--- src/design/lvat_pkg.sv ---
// constants and types for the line voltage and ac termination registers
package lvat_pkg;
   // register indices; byte address is four times the index
   localparam logic [7:0] IDX_LINE_VOLT = 8'h1d;
   localparam logic [7:0] IDX_AC_TERM = 8'h1e;
   localparam logic [7:0] IDX_IRQ_STAT = 8'h40;
   localparam logic [7:0] IDX_IRQ_MASK = 8'h41;
   localparam logic [7:0] IDX_LV_CTRL = 8'h42;
   localparam int unsigned ADDR_W = 12;
   // ac termination control fields
   localparam int unsigned AC_SEL_LSB = 0;
   localparam int unsigned AC_SEL_MSB = 3;
   localparam int unsigned DOUBLE_FULL_SCALE_EN_BIT = 4;
   localparam int unsigned AC_RSVD_BIT = 5;
   localparam logic [5:0] AC_TERM_RESET = 6'h00;
   localparam logic [3:0] AC_TERM_600 = 4'h0;
   localparam logic [3:0] AC_TERM_900 = 4'h1;
   localparam logic [3:0] AC_TERM_REVC_ONLY = 4'ha;
   localparam logic [3:0] AC_TERM_GLOBAL = 4'hf;
   // line-side revision code from which the 2x mode works
   localparam logic [3:0] REV_DOUBLE_FULL_SCALE_EN_MIN = 4'h5;
   // line voltage control register
   localparam int unsigned LV_FORCE_BIT = 0;
   localparam logic LV_FORCE_RESET = 1'b0;
   // loop voltage: 1 V per lsb, clamp at or below 3 V in magnitude
   localparam int LV_CLAMP_VOLTS = 3;
   localparam logic signed [7:0] LV_CLAMP_CODE = 8'sh03;
   localparam logic [7:0] LV_ZERO = 8'h00;
   // interrupt events
   localparam int unsigned NUM_EV = 2;
   localparam int unsigned EV_POL_BIT = 0;
   localparam int unsigned EV_LINE_BIT = 1;
   localparam logic [1:0] EV_RESET = 2'h0;
   localparam logic [1:0] RESP_OKAY = 2'h0;
   localparam logic [1:0] RESP_SLVERR = 2'h2;

   typedef enum logic [2:0] {
      SEL_NONE,
      SEL_LINE_VOLT,
      SEL_AC_TERM,
      SEL_IRQ_STAT,
      SEL_IRQ_MASK,
      SEL_LV_CTRL
   } lvat_sel_t;

   // byte address to register; low two bits must be zero
   function automatic lvat_sel_t lvat_decode(input logic [ADDR_W-1:0] a);
      lvat_sel_t s;
      s = SEL_NONE;
      if (a[1:0] == 2'h0)
      begin
         case (a[ADDR_W-1:2])
            {2'h0, IDX_LINE_VOLT}: s = SEL_LINE_VOLT;
            {2'h0, IDX_AC_TERM}: s = SEL_AC_TERM;
            {2'h0, IDX_IRQ_STAT}: s = SEL_IRQ_STAT;
            {2'h0, IDX_IRQ_MASK}: s = SEL_IRQ_MASK;
            {2'h0, IDX_LV_CTRL}: s = SEL_LV_CTRL;
            default: s = SEL_NONE;
         endcase
      end
      return s;
   endfunction
endpackage

--- src/design/lvat_volt_cond.sv ---
// loop voltage conditioning and polarity reversal detection
`timescale 1ns/100ps
module lvat_volt_cond
   import lvat_pkg::*;
(
   input wire logic aclk,
   input wire logic aresetn,
   input wire logic [7:0] loop_volt_meas,
   input wire logic line_present,
   input wire logic line_voltage_force_disable,
   output logic [7:0] loop_voltage_value,
   output logic pol_rev_pulse,
   output logic line_chg_pulse
);
   logic [7:0] value_r, value_nxt;
   logic pol_r, pol_nxt, line_r, line_nxt, chg_r, chg_nxt;
   logic small_v;

   always_comb
   begin
      small_v = ($signed(loop_volt_meas) <= LV_CLAMP_CODE) &&
                ($signed(loop_volt_meas) >= -LV_CLAMP_CODE);
      // tracked every cycle, hook state ignored
      value_nxt = loop_volt_meas;
      if (small_v && !line_voltage_force_disable)
         value_nxt = LV_ZERO;
      if (!line_present)
         value_nxt = LV_ZERO;
      pol_nxt = value_nxt[7] ^ value_r[7];
      line_nxt = line_present;
      chg_nxt = line_present ^ line_r;
   end

   always_ff @(posedge aclk)
   begin
      if (!aresetn)
      begin
         value_r <= LV_ZERO;
         pol_r <= 1'b0;
         line_r <= 1'b0;
         chg_r <= 1'b0;
      end
      else
      begin
         value_r <= value_nxt;
         pol_r <= pol_nxt;
         line_r <= line_nxt;
         chg_r <= chg_nxt;
      end
   end

   assign loop_voltage_value = value_r;
   assign pol_rev_pulse = pol_r;
   assign line_chg_pulse = chg_r;
endmodule // lvat_volt_cond

--- src/design/lvat_irq.sv ---
// sticky event flags, mask and interrupt level
`timescale 1ns/100ps
module lvat_irq
   import lvat_pkg::*;
(
   input wire logic aclk,
   input wire logic aresetn,
   input wire logic [NUM_EV-1:0] ev_set,
   input wire logic [NUM_EV-1:0] ev_clr,
   input wire logic [NUM_EV-1:0] ev_mask,
   output logic [NUM_EV-1:0] ev_status,
   output logic irq
);
   logic [NUM_EV-1:0] stat_r, stat_nxt;
   logic irq_r, irq_nxt;

   // set beats a clear in the same cycle so no event is lost
   for (genvar i = 0; i < NUM_EV; i++)
   begin : g_sticky
      always_comb
      begin
         stat_nxt[i] = ev_set[i] | (stat_r[i] & ~ev_clr[i]);
      end
   end

   always_comb
   begin
      irq_nxt = |(stat_r & ev_mask);
   end

   always_ff @(posedge aclk)
   begin
      if (!aresetn)
      begin
         stat_r <= EV_RESET;
         irq_r <= 1'b0;
      end
      else
      begin
         stat_r <= stat_nxt;
         irq_r <= irq_nxt;
      end
   end

   assign ev_status = stat_r;
   assign irq = irq_r;
endmodule // lvat_irq

--- src/design/lvat_regs.sv ---
// axi4-lite register bank for loop voltage status and ac termination
//
// Function
// - loop voltage read back as eight bits, one volt per lsb
// - value refreshed continuously, on-hook or off-hook alike
// - value is two's complement, msb is the sign
// - bit 7 follows tip/ring polarity; its toggle marks a reversal
// - no line connected reads as all zeros
// - termination bit 5 accepts zero or one with no effect
// - termination bit 4 selects double full scale, clear gives default
// - double full scale acts only with line-side revision e or later
// - bits 3:0 pick one of sixteen ac terminations
// - voltage at or below three volts in magnitude, either polarity, reads zero unless force-disabled
`timescale 1ns/100ps
module lvat_regs
   import lvat_pkg::*;
(
   input wire logic aclk,
   input wire logic aresetn,
   input wire logic [ADDR_W-1:0] s_axi_awaddr,
   input wire logic [2:0] s_axi_awprot,
   input wire logic s_axi_awvalid,
   output logic s_axi_awready,
   input wire logic [31:0] s_axi_wdata,
   input wire logic [3:0] s_axi_wstrb,
   input wire logic s_axi_wvalid,
   output logic s_axi_wready,
   output logic [1:0] s_axi_bresp,
   output logic s_axi_bvalid,
   input wire logic s_axi_bready,
   input wire logic [ADDR_W-1:0] s_axi_araddr,
   input wire logic [2:0] s_axi_arprot,
   input wire logic s_axi_arvalid,
   output logic s_axi_arready,
   output logic [31:0] s_axi_rdata,
   output logic [1:0] s_axi_rresp,
   output logic s_axi_rvalid,
   input wire logic s_axi_rready,
   input wire logic [7:0] loop_volt_meas,
   input wire logic line_present,
   input wire logic [3:0] line_side_rev,
   output logic [3:0] ac_term_select,
   output logic double_full_scale_en,
   output logic irq
);
   // write channel state
   logic awready_r, awready_nxt;
   logic wready_r, wready_nxt;
   logic aw_have_r, aw_have_nxt;
   logic w_have_r, w_have_nxt;
   logic [ADDR_W-1:0] aw_addr_r, aw_addr_nxt;
   logic [7:0] w_data_r, w_data_nxt;
   logic w_lane0_r, w_lane0_nxt;
   logic bvalid_r, bvalid_nxt;
   logic [1:0] bresp_r, bresp_nxt;
   // read channel state
   logic arready_r, arready_nxt;
   logic rvalid_r, rvalid_nxt;
   logic [7:0] rdata_r, rdata_nxt;
   logic [1:0] rresp_r, rresp_nxt;
   // register state
   logic [5:0] ac_term_r, ac_term_nxt;
   logic lv_force_r, lv_force_nxt;
   logic [NUM_EV-1:0] mask_r, mask_nxt;
   logic [3:0] term_sel_r, term_sel_nxt;
   logic double_full_scale_en_r, double_full_scale_en_nxt;
   // internal
   logic do_write;
   lvat_sel_t wsel, rsel;
   logic [NUM_EV-1:0] ev_clr, ev_set, ev_status;
   logic [7:0] loop_voltage_value;
   logic pol_rev_pulse, line_chg_pulse;

   lvat_volt_cond u_volt (
      .aclk(aclk),
      .aresetn(aresetn),
      .loop_volt_meas(loop_volt_meas),
      .line_present(line_present),
      .line_voltage_force_disable(lv_force_r),
      .loop_voltage_value(loop_voltage_value),
      .pol_rev_pulse(pol_rev_pulse),
      .line_chg_pulse(line_chg_pulse)
   );

   // reversal raised to software as an event
   always_comb
   begin
      ev_set = '0;
      ev_set[EV_POL_BIT] = pol_rev_pulse;
      ev_set[EV_LINE_BIT] = line_chg_pulse;
   end

   lvat_irq u_irq (
      .aclk(aclk),
      .aresetn(aresetn),
      .ev_set(ev_set),
      .ev_clr(ev_clr),
      .ev_mask(mask_r),
      .ev_status(ev_status),
      .irq(irq)
   );

   // address and data may arrive in either order; one write at a time
   always_comb
   begin
      awready_nxt = awready_r;
      wready_nxt = wready_r;
      aw_have_nxt = aw_have_r;
      w_have_nxt = w_have_r;
      aw_addr_nxt = aw_addr_r;
      w_data_nxt = w_data_r;
      w_lane0_nxt = w_lane0_r;
      bvalid_nxt = bvalid_r;
      bresp_nxt = bresp_r;
      wsel = lvat_decode(aw_addr_r);
      do_write = aw_have_r && w_have_r && !bvalid_r;
      if (awready_r && s_axi_awvalid)
      begin
         awready_nxt = 1'b0;
         aw_have_nxt = 1'b1;
         aw_addr_nxt = s_axi_awaddr;
      end
      if (wready_r && s_axi_wvalid)
      begin
         wready_nxt = 1'b0;
         w_have_nxt = 1'b1;
         w_data_nxt = s_axi_wdata[7:0];
         w_lane0_nxt = s_axi_wstrb[0];
      end
      if (do_write)
      begin
         aw_have_nxt = 1'b0;
         w_have_nxt = 1'b0;
         bvalid_nxt = 1'b1;
         bresp_nxt = (wsel == SEL_NONE) ? RESP_SLVERR : RESP_OKAY;
      end
      if (bvalid_r && s_axi_bready)
      begin
         bvalid_nxt = 1'b0;
         awready_nxt = 1'b1;
         wready_nxt = 1'b1;
      end
   end

   always_ff @(posedge aclk)
   begin
      if (!aresetn)
      begin
         awready_r <= 1'b1;
         wready_r <= 1'b1;
         aw_have_r <= 1'b0;
         w_have_r <= 1'b0;
         aw_addr_r <= '0;
         w_data_r <= 8'h00;
         w_lane0_r <= 1'b0;
         bvalid_r <= 1'b0;
         bresp_r <= RESP_OKAY;
      end
      else
      begin
         awready_r <= awready_nxt;
         wready_r <= wready_nxt;
         aw_have_r <= aw_have_nxt;
         w_have_r <= w_have_nxt;
         aw_addr_r <= aw_addr_nxt;
         w_data_r <= w_data_nxt;
         w_lane0_r <= w_lane0_nxt;
         bvalid_r <= bvalid_nxt;
         bresp_r <= bresp_nxt;
      end
   end

   // register updates; only byte lane 0 carries data
   always_comb
   begin
      ac_term_nxt = ac_term_r;
      lv_force_nxt = lv_force_r;
      mask_nxt = mask_r;
      ev_clr = '0;
      if (do_write && w_lane0_r)
      begin
         case (wsel)
            // bit 5 kept, bits 7:6 dropped
            SEL_AC_TERM: ac_term_nxt = w_data_r[5:0];
            SEL_LV_CTRL: lv_force_nxt = w_data_r[LV_FORCE_BIT];
            SEL_IRQ_MASK: mask_nxt = w_data_r[NUM_EV-1:0];
            SEL_IRQ_STAT: ev_clr = w_data_r[NUM_EV-1:0];
            default: ev_clr = '0;
         endcase
      end
      // low nibble drives the termination select
      term_sel_nxt = ac_term_r[AC_SEL_MSB:AC_SEL_LSB];
      // 2x mode gated by line-side revision
      double_full_scale_en_nxt = ac_term_r[DOUBLE_FULL_SCALE_EN_BIT] && (line_side_rev >= REV_DOUBLE_FULL_SCALE_EN_MIN);
   end

   always_ff @(posedge aclk)
   begin
      if (!aresetn)
      begin
         ac_term_r <= AC_TERM_RESET;
         lv_force_r <= LV_FORCE_RESET;
         mask_r <= EV_RESET;
         term_sel_r <= AC_TERM_600;
         double_full_scale_en_r <= 1'b0;
      end
      else
      begin
         ac_term_r <= ac_term_nxt;
         lv_force_r <= lv_force_nxt;
         mask_r <= mask_nxt;
         term_sel_r <= term_sel_nxt;
         double_full_scale_en_r <= double_full_scale_en_nxt;
      end
   end

   // read path answers one cycle after the address is taken
   always_comb
   begin
      arready_nxt = arready_r;
      rvalid_nxt = rvalid_r;
      rdata_nxt = rdata_r;
      rresp_nxt = rresp_r;
      rsel = lvat_decode(s_axi_araddr);
      if (arready_r && s_axi_arvalid)
      begin
         arready_nxt = 1'b0;
         rvalid_nxt = 1'b1;
         rresp_nxt = RESP_OKAY;
         case (rsel)
            SEL_LINE_VOLT: rdata_nxt = loop_voltage_value;
            SEL_AC_TERM: rdata_nxt = {2'h0, ac_term_r};
            SEL_IRQ_STAT: rdata_nxt = {6'h00, ev_status};
            SEL_IRQ_MASK: rdata_nxt = {6'h00, mask_r};
            SEL_LV_CTRL: rdata_nxt = {7'h00, lv_force_r};
            default:
            begin
               rdata_nxt = 8'h00;
               rresp_nxt = RESP_SLVERR;
            end
         endcase
      end
      if (rvalid_r && s_axi_rready)
      begin
         rvalid_nxt = 1'b0;
         arready_nxt = 1'b1;
      end
   end

   always_ff @(posedge aclk)
   begin
      if (!aresetn)
      begin
         arready_r <= 1'b1;
         rvalid_r <= 1'b0;
         rdata_r <= 8'h00;
         rresp_r <= RESP_OKAY;
      end
      else
      begin
         arready_r <= arready_nxt;
         rvalid_r <= rvalid_nxt;
         rdata_r <= rdata_nxt;
         rresp_r <= rresp_nxt;
      end
   end

   assign s_axi_awready = awready_r;
   assign s_axi_wready = wready_r;
   assign s_axi_bvalid = bvalid_r;
   assign s_axi_bresp = bresp_r;
   assign s_axi_arready = arready_r;
   assign s_axi_rvalid = rvalid_r;
   assign s_axi_rdata = {24'h00_0000, rdata_r};
   assign s_axi_rresp = rresp_r;
   assign ac_term_select = term_sel_r;
   assign double_full_scale_en = double_full_scale_en_r;
endmodule // lvat_regs

--- config.mk ---
export PLATFORM = sky130hd
export DESIGN_NAME = lvat_regs
export DESIGN_NICKNAME = d
export VERILOG_FILES = /design/src/design/lvat_pkg.sv /design/src/design/lvat_volt_cond.sv /design/src/design/lvat_irq.sv /design/src/design/lvat_regs.sv
export SDC_FILE = /design/constraint.sdc
export NUM_CORES = 1
export LEC_CHECK = 0
export BUFFER_PORTS_ARGS = -buffer_cell sky130_fd_sc_hd__clkbuf_2
export CAP_MARGIN = 20
export CORE_MARGIN = 1
export CORE_UTILIZATION = 25
export DETAILED_ROUTE_END_ITERATION = 8
export PLACE_DENSITY = 0.52
export SLEW_MARGIN = 10
export SYNTH_ARGS = -nofsm -noshare
export SYNTH_HDL_FRONTEND = slang
export SYNTH_SLANG_ARGS = --single-unit
export TNS_END_PERCENT = 100
--- constraint.sdc ---
create_clock -name aclk -period 1.85 [get_ports aclk]
set_clock_uncertainty 0.1 [all_clocks]
set_input_delay 0.4625 -clock aclk [delete_from_list [all_inputs] [get_ports aclk]]
set_output_delay 0.4625 -clock aclk [all_outputs]
set_load 0.05 [all_outputs]
# [Word level (Yosys, flattened, before mapping)]
# Cells that the tools add are included.
# W data, S select, Z words.
[totals] regBits=66 in_bits=86 output_inout_bits=47 word_cells=94
[classes] magnitude_cmp=3 eq_ne=19 n_mux=11 bitwise_logic=11 n_reduce_logical=25
[ops] op="$eq A10 B7 Y1 const B" n=6
[ops] op="$eq A10 B5 Y1 const B" n=4
[ops] op="$pmux W8 S5" n=1
[ops] op="$pmux W3 S5" n=2
[ops] op="$mux W8" n=2
[ops] op="$eq A3 B2 Y1 const B" n=4
[ops] op="$eq A3 B3 Y1 const B" n=4
[ops] op="$logic_and A1 B1 Y1" n=11
[ops] op="$ge A8 B3 Y1 const B" n=1
[ops] op="$le A8 B3 Y1 const B" n=1
[ops] op="$mux W2" n=4
[ops] op="$reduce_or A2 Y1" n=4
[ops] op="$mux W3" n=2
[ops] op="$reduce_and A2 Y1" n=3
[ops] op="$reduce_or A5 Y1" n=1
[ops] op="$ge A4 B3 Y1 const B" n=1
[ops] op="$logic_not A2 Y1" n=2
[ops] op="$not A1 Y1" n=4
[ops] op="$eq A3 B1 Y1 const B" n=1
[ops] op="$logic_not A3 Y1" n=1
[ops] op="$reduce_or A3 Y1" n=1
[ops] op="$and A1 B1 Y1" n=2
[ops] op="$and A2 B2 Y2" n=1
[ops] op="$logic_not A1 Y1" n=2
[ops] op="other kinds (2)" n=4

# [Depth between registers and ports, before layout]
# Gate-level depths: netlist of the first run.
[logic_depth] ltp_word=9 mapped_depth=5 depth_no_buf=4

# [By module]
# From an unflattened synthesis of the first run, not the netlist that was laid out.
[unflattened] hier_cells=334 area_unflattened_um2=2974.1
[modules_own_cells] module="lvat_regs" instances=1 cells_per_inst=289 area_each_um2=2471.1 seq_area_each_um2=1001.0
[modules_own_cells] module="lvat_volt_cond" instances=1 cells_per_inst=36 area_each_um2=401.6 seq_area_each_um2=220.2
[modules_own_cells] module="lvat_irq" instances=1 cells_per_inst=9 area_each_um2=101.3 seq_area_each_um2=60.1

# [Least setup slack after synthesis of the first run]
# No wires, ideal clock.
[synth_path] kind="register to register" startpoint="register arready_r, in the netlist s_axi_arready" endpoint="register rdata_r[1]" setup_time_ps=59 arrival_time_ps=1821 t_required_ps=1691 path_slack_ps=-130 stages_incl_launch_ff=5 path_buffers=0 synth_period_minus_slack_ps=1980 path_cell_list="dfxtp_1 > nand2_1 > a2111oi_0 > and2_1 > o221a_2"
[synth_via] elab_chain_len=1
[synth_lines] element="start: declaration" line_no="lvat_regs.sv:57" text="logic arready_r, arready_nxt;"
[synth_lines] element="start signal: assignment" line_no="lvat_regs.sv:261" text="arready_r <= arready_nxt;"
[synth_lines] element="$logic_and A1 B1 Y1" line_no="lvat_regs.sv:225" text="if (arready_r && s_axi_arvalid)"
[synth_lines] element="end signal: assignment" line_no="lvat_regs.sv:263" text="rdata_r <= rdata_nxt;"
[synth_lines] element="end: declaration" line_no="lvat_regs.sv:59" text="logic [7:0] rdata_r, rdata_nxt;"
# No other way between the ends.
# A chain may end at the register's enable or synchronous reset.

# [Worst setup path in the final report of the first run]
[layout_path] startpoint="register aw_addr_r[5]" endpoint="register mask_r[0]"
[layout_via] elab_chain_len=5
[layout_lines] element="start: declaration" line_no="lvat_regs.sv:51" text="logic [ADDR_W-1:0] aw_addr_r, aw_addr_nxt;"
[layout_lines] element="start signal: assignment" line_no="lvat_regs.sv:165" text="aw_addr_r <= aw_addr_nxt;"
[layout_lines] element="$eq A10 B7 Y1 or $eq A10 B5 Y1 (tied branches)" line_no="lvat_pkg.sv:52" text="case (a[ADDR_W-1:2])"
[layout_lines] element="$pmux W3 S5 *" line_no="lvat_pkg.sv:52"
[layout_lines] element="$mux W3 *" line_no="lvat_pkg.sv:50" text="if (a[1:0] == 2'h0)"
[layout_lines] element="$eq A3 B3 Y1 *" line_no="lvat_regs.sv:182" text="case (wsel)"
[layout_lines] element="$reduce_and A2 Y1 (no source line) *"
[layout_lines] element="end signal: assignment" line_no="lvat_regs.sv:211" text="mask_r <= mask_nxt;"
[layout_lines] element="end: declaration" line_no="lvat_regs.sv:64" text="logic [NUM_EV-1:0] mask_r, mask_nxt;"
# Every way passes the cells marked *; elsewhere a longest branch is shown, timed or not.

==> flow_summary.json, run 1 <==
{
  "cp.arrival_ns": 1.99,
  "clock-root-buffer": "clkbuf_16",
  "die_x_um": 109,
  "crit_type": "reg -> reg",
  "setup_violations": 3,
  "clock_sinks": 64,
  "cts_made_buffers": 9,
  "power_mw": 3.59,
  "top_level_ports": 133,
  "cp_max_fo": 3,
  "final_cell_mix": "71 x clkbuf_2, 62 x dfxtp_1, 40 x nand2_1, 37 x a21oi_1, 26 x conb_1",
  "layout-drive-gt1-share_pct": 29.8,
  "diodes": 0,
  "path_cells": "or4b_4 -> or4_4 -> o21ai_1 -> a21oi_1",
  "first_global_vias": 2437,
  "final.setup.tns_ns": -0.0921,
  "period_share_pct": 102,
  "finish.utilization_pct": 34.0,
  "drt-initial-drc-count": 132,
  "crit_buf_inv": 0,
  "status": "finished, violations left",
  "wl_mm": 6.98,
  "die_y_um": 109,
  "maxCapViolCount": 0,
  "final_area_sq_um": 3730,
  "clk-insertion-delay-late_ns": 0.32,
  "final_common_cell": "clkbuf_2",
  "slew_viol_final": 0,
  "ctsHtreeMaxLevel": 3,
  "antenna_left": 0,
  "gr-usage-all-layers_pct": 12.7,
  "startpoint_type": "register",
  "grt_max_degree": 46,
  "ir_worst_vdd_mv": 0.464,
  "cts_tree": "done",
  "core_sq_um": 11000,
  "cpMaxStageDelayCell": "or4_4",
  "synth_area_per_cell_sq_um": 8.58,
  "violations": "negative setup slack",
  "synth_cell_types": 55,
  "crit_path_end_kind": "register",
  "synth_edf_count": 0,
  "nets": 509,
  "hp-class": "in -> reg",
  "critical_path.max_stage_delay_ns": 0.59,
  "ys_ff_latch": 64,
  "fillers": 1165,
  "gp_congestion": 0.789,
  "period_needed_ns": 1.89,
  "io_buffers": 71,
  "grt_pass1_wl_mm": 11.4,
  "rows": 38,
  "viasPerCell": 4.53,
  "p_per_area_nw_per_um2": 964,
  "antenna_found_initial": 0,
  "final_cells": 566,
  "die_area_sq_um": 11800,
  "rsz0062_at_grt": "yes",
  "synth_flop_cell": "dfxtp_1",
  "fin_ws_ns": -0.0371,
  "fmax_ghz": 0.530,
  "hpwl_mm": 5.30,
  "crit_family": "simple AND/OR/NAND/NOR gates",
  "place_area_sq_um": 3410,
  "overflow": 0,
  "pre_cts_ws_ns": -0.187,
  "vias": 2562,
  "initial_utilization_pct": 25.9,
  "synth_cells": 332,
  "syn2layout_area_growth_pct": 31.0,
  "leakage_nw": 1.55,
  "drc": 0,
  "hold_violations": 0,
  "synth_area_sq_um": 2850,
  "synth-seq-area-share_pct": 45.0,
  "regArea_sq_um": 1280,
  "path_clk_slew_ns": 0.05,
  "multi_input_area_sq_um": 1400,
  "place_inst": 551,
  "cp.required_ns": 1.96,
  "dr.pass1.iters": 4,
  "wire_per_inst_um": 12.3,
  "hold-worst-slack_ns": 0.248,
  "postSynth.asyncResetShare_pct": 0,
  "clock_path_buffers": 2,
  "yosysWarnings": 0
}
worst paths after layout:
path	startpoint	endpoint	slack [ns]	cells past startpoint
worst max register to register	aw_addr_r[5]$_SDFFE_PN0P_	mask_r[0]$_SDFFE_PN0P_	-0.04	4
worst min register to register	u_volt.line_chg_pulse$_SDFF_PN0_	u_irq.ev_status[1]$_SDFF_PN0_	0.34	1
worst max-delay path	aw_addr_r[5]$_SDFFE_PN0P_	mask_r[0]$_SDFFE_PN0P_	-0.04	4
worst min-delay path	line_side_rev[3]	double_full_scale_en$_SDFF_PN0_	0.25	3
final cells by class:
cell class                 instances  share of cell area, %
clock buffer                      11                   6.78
clock inverter                     3                   1.14
inverter                          12                   1.21
multi-input combinational        243                   37.5
sequential                        64                   34.4
tap                              140                   4.70
timing repair buffer              93                   14.3
state kept, by name (all words and copies together), names as in the netlist, 2 cells and up:
| signal | cells |
|---|---|
| aw_addr_r | 12 |
| rdata_r | 8 |
| u_volt.loop_voltage_value | 8 |
| ac_term_r | 6 |
| w_data_r | 6 |
| ac_term_select | 4 |
| mask_r | 2 |
| u_irq.ev_status | 2 |
per-layer routing:
metal,vias up,GRT usage (%),part of all wire (%)
met3,13,3.65,5.0
met1,1161,16.0,48
met4,0,5.60,2.1
li1,1311,-,-
met2,77,20.0,44
met5,-,0,0
cells in the mapped netlist, drive strengths merged, types with 2 or more instances:
cell type | instances | area (sq um)
o21a | 3 | 22.5
clkbuf | 10 | 37.5
a21oi | 38 | 190
nor3 | 8 | 40.0
and2 | 7 | 43.8
buf | 28 | 203
nor2b | 4 | 25.0
nor4 | 3 | 40.0
a211oi | 3 | 22.5
nor3b | 7 | 52.6
nand2 | 40 | 150
nand4b | 3 | 26.3
or4 | 4 | 41.3
nand4 | 4 | 25.0
o21ai | 17 | 85.1
a31oi | 2 | 12.5
xnor2 | 3 | 26.3
a22o | 4 | 35.0
or2 | 2 | 12.5
inv | 12 | 45.0
nand3 | 17 | 85.1
or4b | 3 | 33.8
nor2 | 15 | 56.3
a22oi | 9 | 67.6
dfxtp | 64 | 1280
and4b | 2 | 21.3
and3 | 2 | 12.5
worst reg2reg max path: cells and delay by family, from the launching register on:
| family | cells | cell delay (ns) |
|---|---|---|
| AND/OR/NAND/NOR | 2 | 1.15 |
| flip-flops | 1 | 0.32 |
| AO/OA/AOI/OAI | 2 | 0.21 |
logic make-up (layout without fill, tap and decap cells):
group	Yosys count	in the layout	share of synthesized area, %
simple gates	126	126	24.8
buf+inv	50	119	10.0
flops	64	64	45.0
compound gates	86	86	18.5
mux	1	1	0.395
other cells	1	26	0.132
xor+xnor	4	4	1.23
where the power goes:
part           total (mW)  switching [mW]  internal, mW
Sequential           1.47          0.0375          1.43
Clock                1.66           0.567          1.10
Combinational       0.459           0.311         0.148
Total                3.59           0.916          2.68
repair_timing:
action	in CTS	in global routing
hold buffers	0	0
setup buffers	1	0
pin swaps	6	2
gates resized for setup	1	5
endpoints found under the setup margin	3	10
(Power assumes the default switching activity.)
==> run 2: changes to the inputs <==
--- a/config.mk
+++ b/config.mk
@@ -7,10 +7,11 @@
 export LEC_CHECK = 0
 export BUFFER_PORTS_ARGS = -buffer_cell sky130_fd_sc_hd__clkbuf_2
 export CAP_MARGIN = 20
-export CORE_MARGIN = 1
+export CORE_MARGIN = 2
 export CORE_UTILIZATION = 25
 export DETAILED_ROUTE_END_ITERATION = 8
 export PLACE_DENSITY = 0.52
+export SKIP_LAST_GASP = 1
 export SLEW_MARGIN = 10
 export SYNTH_ARGS = -nofsm -noshare
 export SYNTH_HDL_FRONTEND = slang
==> run 2 against run 1 <==
Against the previous run: the flow still finishes with violations (negative setup slack); critical path depth did not move; worst setup slack got worse by 0.022 ns; wire length is 1.5% higher; flip-flop and latch count stayed put; non-clock buffer count grew 1; global-route usage is 1.2 points lower; sequential power is essentially flat; die area grew 3.7%; combinational power hardly changed; sequential share of layout area is 0.13 points higher; critical path type unchanged.
==> flow_summary.json, run 2 (synthesis gave the netlist of run 1 again) <==
{
  "crit_path_end_kind": "register",
  "final.setup.tns_ns": -0.141,
  "path_cells": "or4b_4 -> or4_4 -> o21ai_1 -> a21oi_1",
  "layout-drive-gt1-share_pct": 29.8,
  "clock_sinks": 64,
  "critical_path.max_stage_delay_ns": 0.59,
  "drc": 0,
  "grt_pass1_wl_mm": 11.5,
  "vias": 2594,
  "power_mw": 3.46,
  "rows": 38,
  "cpMaxStageDelayCell": "or4_4",
  "top_level_ports": 133,
  "final_common_cell": "clkbuf_2",
  "period_needed_ns": 1.91,
  "syn2layout_area_growth_pct": 30.4,
  "grt_max_degree": 46,
  "clock-root-buffer": "clkbuf_16",
  "wl_mm": 7.09,
  "crit_type": "reg -> reg",
  "ir_worst_vdd_mv": 0.406,
  "die_y_um": 111,
  "wire_per_inst_um": 12.5,
  "crit_buf_inv": 0,
  "cts_made_buffers": 9,
  "maxCapViolCount": 0,
  "hold_violations": 0,
  "clock_path_buffers": 2,
  "setup_violations": 3,
  "io_buffers": 71,
  "clk-insertion-delay-late_ns": 0.33,
  "cp.required_ns": 1.96,
  "top_register": "aw_addr_r",
  "cts_tree": "done",
  "viasPerCell": 4.56,
  "drt-initial-drc-count": 113,
  "path_clk_slew_ns": 0.05,
  "p_per_area_nw_per_um2": 931,
  "cp_max_fo": 3,
  "gp_congestion": 0.803,
  "slew_viol_final": 0,
  "diodes": 0,
  "die_area_sq_um": 12300,
  "startpoint_type": "register",
  "antenna_left": 0,
  "violations": "negative setup slack",
  "postCtsHoldBufs": 0,
  "nets": 510,
  "fmax_ghz": 0.524,
  "ctsHtreeMaxLevel": 3,
  "leakage_nw": 1.55,
  "overflow": 0,
  "die_x_um": 111,
  "dr.pass1.iters": 4,
  "cp.arrival_ns": 2.02,
  "initial_utilization_pct": 25.9,
  "antenna_found_initial": 0,
  "largest_reg_flops": 12,
  "rsz0062_at_grt": "yes",
  "core_sq_um": 11000,
  "first_global_vias": 2417,
  "crit_family": "simple AND/OR/NAND/NOR gates",
  "period_share_pct": 103,
  "gr-usage-all-layers_pct": 11.5,
  "status": "finished, violations left",
  "fin_ws_ns": -0.0586,
  "hpwl_mm": 5.41,
  "hp-class": "in -> reg",
  "final_cell_mix": "71 x clkbuf_2, 63 x dfxtp_1, 40 x nand2_1, 38 x a21oi_1, 26 x conb_1"
}
==> run 2: path summary, 6_finish.rpt <==
check	cells after the start	end	slack, ns	from
setup / recovery	4	mask_r[0]$_SDFFE_PN0P_	-0.06	aw_addr_r[4]$_SDFFE_PN0P_
setup reg to reg	4	mask_r[0]$_SDFFE_PN0P_	-0.06	aw_addr_r[4]$_SDFFE_PN0P_
hold reg to reg	1	u_irq.ev_status[0]$_SDFF_PN0_	0.35	u_volt.pol_rev_pulse$_SDFF_PN0_
hold / removal	3	double_full_scale_en$_SDFF_PN0_	0.24	line_side_rev[3]
==> run 2: cell type report <==
cell class	count	area, sq um
fill	1161	7270
tap	140	175
inverter	12	45.0
multi-input combinational	243	1400
clock buffer	10	239
sequential	64	1280
clock inverter	6	35.0
timing repair buffer	94	541
==> run 2: timing repair <==
action                     CTS  global route
resized for setup            0             5
pin swaps                    3             3
setup endpoints to repair    6            11
buffers inserted             1             0
==> run 2: through the flow <==
step	setup WS (ns)	instances	area (sq um)	utilization, %	hold slack (ns)
floorplan	0.00150	357	2950	-	0.318
global placement	-0.190	552	3420	31.1	0.337
detailed placement	-0.185	552	3420	31.1	0.347
CTS	-0.0252	569	3700	33.7	0.230
global route	-0.0849	569	3710	33.8	0.258
finish	-0.0586	569	3710	33.8	0.244
==> run 2: worst reg2reg max path, stage by stage (launching register included) <==
cell	delay (ns)
dfxtp_1	0.31
or4b_4	0.57
or4_4	0.59
o21ai_1	0.15
a21oi_1	0.08
==> run 2: layer usage <==
metal  routed length, um  global-route usage (%)
met3                 464                    3.50
met4                 129                    4.08
met2                3120                    17.8
met5                   0                       0
met1                3370                    15.1
==> run 2: where the power goes <==
group / switching, mW / internal [mW] / total, mW
clock network: 0.594 / 0.931 / 1.52
logic: 0.313 / 0.149 / 0.462
registers: 0.0370 / 1.43 / 1.47
total: 0.944 / 2.51 / 3.46
==> run 3: changes to the inputs <==
--- a/config.mk
+++ b/config.mk
@@ -5,12 +5,12 @@
 export SDC_FILE = /design/constraint.sdc
 export NUM_CORES = 1
 export LEC_CHECK = 0
-export BUFFER_PORTS_ARGS = -buffer_cell sky130_fd_sc_hd__clkbuf_2
 export CAP_MARGIN = 20
 export CORE_MARGIN = 2
 export CORE_UTILIZATION = 25
 export DETAILED_ROUTE_END_ITERATION = 8
-export PLACE_DENSITY = 0.52
+export DONT_BUFFER_PORTS = 1
+export PLACE_DENSITY = 0.42
 export SKIP_LAST_GASP = 1
 export SLEW_MARGIN = 10
 export SYNTH_ARGS = -nofsm -noshare
==> run 3 against run 2 <==
Against the previous run: the run still ends with negative setup slack left; maximum frequency up 0.48%; count of clock-buffer cells in the layout up 4; cell count down 14%; first-iteration DRC count down 43%; critical path depth unchanged; combinational power down 22%; critical path type unchanged; highest routed layer unchanged.
==> flow_summary.json, run 3 (synthesis gave the netlist of run 1 again) <==
{
  "hold_depth": 1,
  "crit_type": "reg -> reg",
  "final_common_cell": "dfxtp_1",
  "rows": 38,
  "finish.utilization_pct": 30.2,
  "drc": 0,
  "die_x_um": 111,
  "hpwl_mm": 5.38,
  "first_global_vias": 2278,
  "final.setup.tns_ns": -0.141,
  "clock_sinks": 64,
  "r2r-start": "aw_addr_r[9]$_SDFFE_PN0P_",
  "final_area_sq_um": 3320,
  "worst_slew_pin_slew_ns": 0.541,
  "pre_cts_ws_ns": -0.116,
  "nets": 434,
  "antenna_left": 0,
  "fin_ws_ns": -0.0496,
  "syn2layout_area_growth_pct": 16.6,
  "final_cells": 491,
  "maxCapViolCount": 0,
  "reg2reg_depth": 4,
  "whs_endpoint": "s_axi_awready$_SDFFE_PP1P_",
  "period_share_pct": 103,
  "diodes": 0,
  "relSlewSlack_pct": 63.9,
  "setup_violations": 5,
  "rsz0062_at_grt": "yes",
  "period_needed_ns": 1.90,
  "grt_pass1_wl_mm": 11.4,
  "p_per_area_nw_per_um2": 1020,
  "clk-insertion-delay-late_ns": 0.33,
  "hp-class": "in -> reg",
  "clock_path_buffers": 2,
  "fillers": 1171,
  "die_y_um": 111,
  "min_from": "s_axi_awvalid",
  "cp_max_fo": 4,
  "clock-root-buffer": "clkbuf_16",
  "antenna_found_initial": 0,
  "postCtsHoldBufs": 0,
  "critical_path.max_stage_delay_ns": 0.59,
  "ir_worst_vdd_mv": 0.655,
  "cp.arrival_ns": 1.99,
  "cts_tree": "done",
  "final_cell_mix": "63 x dfxtp_1, 40 x nand2_1, 38 x a21oi_1, 26 x conb_1, 17 x nand3_1",
  "reg2reg_to": "mask_r[0]$_SDFFE_PN0P_",
  "viasPerCell": 4.67,
  "grt_max_degree": 26,
  "io_buffers": 0,
  "cp.required_ns": 1.94,
  "top_level_ports": 133,
  "core_sq_um": 11000,
  "cpMaxStageDelayCell": "or4_4",
  "wl_mm": 7.09,
  "hold_violations": 0,
  "drt-initial-drc-count": 64,
  "leakage_nw": 1.22,
  "violations": "negative setup slack",
  "die_area_sq_um": 12300,
  "cts_made_buffers": 9,
  "place_inst": 476,
  "status": "finished, violations left",
  "initial_utilization_pct": 25.9,
  "path_cells": "or4_4 -> or4_4 -> o21ai_2 -> a21oi_1",
  "vias": 2294,
  "path_clk_slew_ns": 0.05,
  "wire_per_inst_um": 14.4,
  "place_area_sq_um": 3020,
  "largest_reg_flops": 12,
  "top_register": "aw_addr_r",
  "fmax_ghz": 0.526,
  "startpoint_type": "register",
  "r2r_setup_slack_ns": -0.05,
  "dr.pass1.iters": 6,
  "gr-usage-all-layers_pct": 11.8,
  "overflow": 0,
  "crit_path_end_kind": "register",
  "ctsHtreeMaxLevel": 3,
  "crit_top_cell": "or4_4",
  "layout-drive-gt1-share_pct": 13.7,
  "slew_viol_final": 0,
  "gp_congestion": 0.889
}
-- run 3: changes by cell type in the layout (fill, tap and decap cells not counted), moves of 2 or more --
cell / before / now
clkinvlp_4: 2 / 0
clkinv_2: 4 / 0
buf_4: 22 / 16
o21ai_2: 1 / 3
o21ai_1: 5 / 1
clkbuf_8: 1 / 3
clkbuf_2: 71 / 0
o21ai_0: 11 / 13
clkbuf_1: 0 / 2
-- run 3: worst max path at each step --
stage | cells past startpoint | from | end | slack, ns
final | 4 | aw_addr_r[9]$_SDFFE_PN0P_ | mask_r[0]$_SDFFE_PN0P_ | -0.05
after global routing | 5 | aw_addr_r[9]$_SDFFE_PN0P_ | u_irq.ev_status[0]$_SDFF_PN0_ | -0.15
after CTS | 4 | aw_addr_r[9]$_SDFFE_PN0P_ | lv_force_r$_SDFFE_PN0P_ | -0.04
after detailed placement | 6 | s_axi_araddr[11] | rdata_r[5]$_SDFFE_PN0P_ | -0.12
after global placement | 6 | s_axi_araddr[11] | rdata_r[4]$_SDFFE_PN0P_ | -0.15
after floorplan | 4 | s_axi_araddr[11] | rdata_r[1]$_SDFFE_PN0P_ | 0.001
-- run 3: what timing repair did --
action                     4_1_cts  5_1_grt
hold endpoints to repair         0        0
setup endpoints to repair        7       11
cloned                           0        0
setup buffers                    1        0
gates resized for setup          1        3
pin swaps                        5        1
-- run 3: final cells by class --
cell class / count / area (sq um) / area share (%)
Clock buffer: 14 / 274 / 8.25
Inverter: 12 / 45.0 / 1.36
Timing Repair Buffer: 18 / 151 / 4.56
Tap cell: 140 / 175 / 5.28
Sequential cell: 64 / 1280 / 38.6
Multi-Input combinational cell: 243 / 1390 / 41.9
-- run 3: report_power, final --
group | internal (mW) | switching [mW] | leakage (nW)
Combinational | 0.102 | 0.259 | 0.566
Sequential | 1.43 | 0.0503 | 0.523
Clock | 1.00 | 0.557 | 0.135
Total | 2.54 | 0.866 | 1.22
-- run 3: critical path, delay by kind of cell (launching register included) --
family	cells	cell delay (ns)
and+or+nand+nor	2	1.16
DFF	1	0.30
AOI/OAI and AO/OA	2	0.20
-- run 3: routing by layer --
layer | vias to the layer above | GRT usage (%) | wire length (um)
met4 | 0 | 3.92 | 89
met1 | 1041 | 14.8 | 3260
met5 | - | 0 | 0
met2 | 84 | 17.0 | 3020
li1 | 1160 | - | -
met3 | 9 | 6.78 | 723
-- run 3: through the flow --
step           power [mW]  hold WS, ns
2_1_floorplan        1.85        0.318
3_3_place_gp         1.86        0.340
3_5_place_dp         1.87        0.345
4_1_cts              3.45        0.124
5_1_grt              3.55        0.131
6_report             3.40        0.132
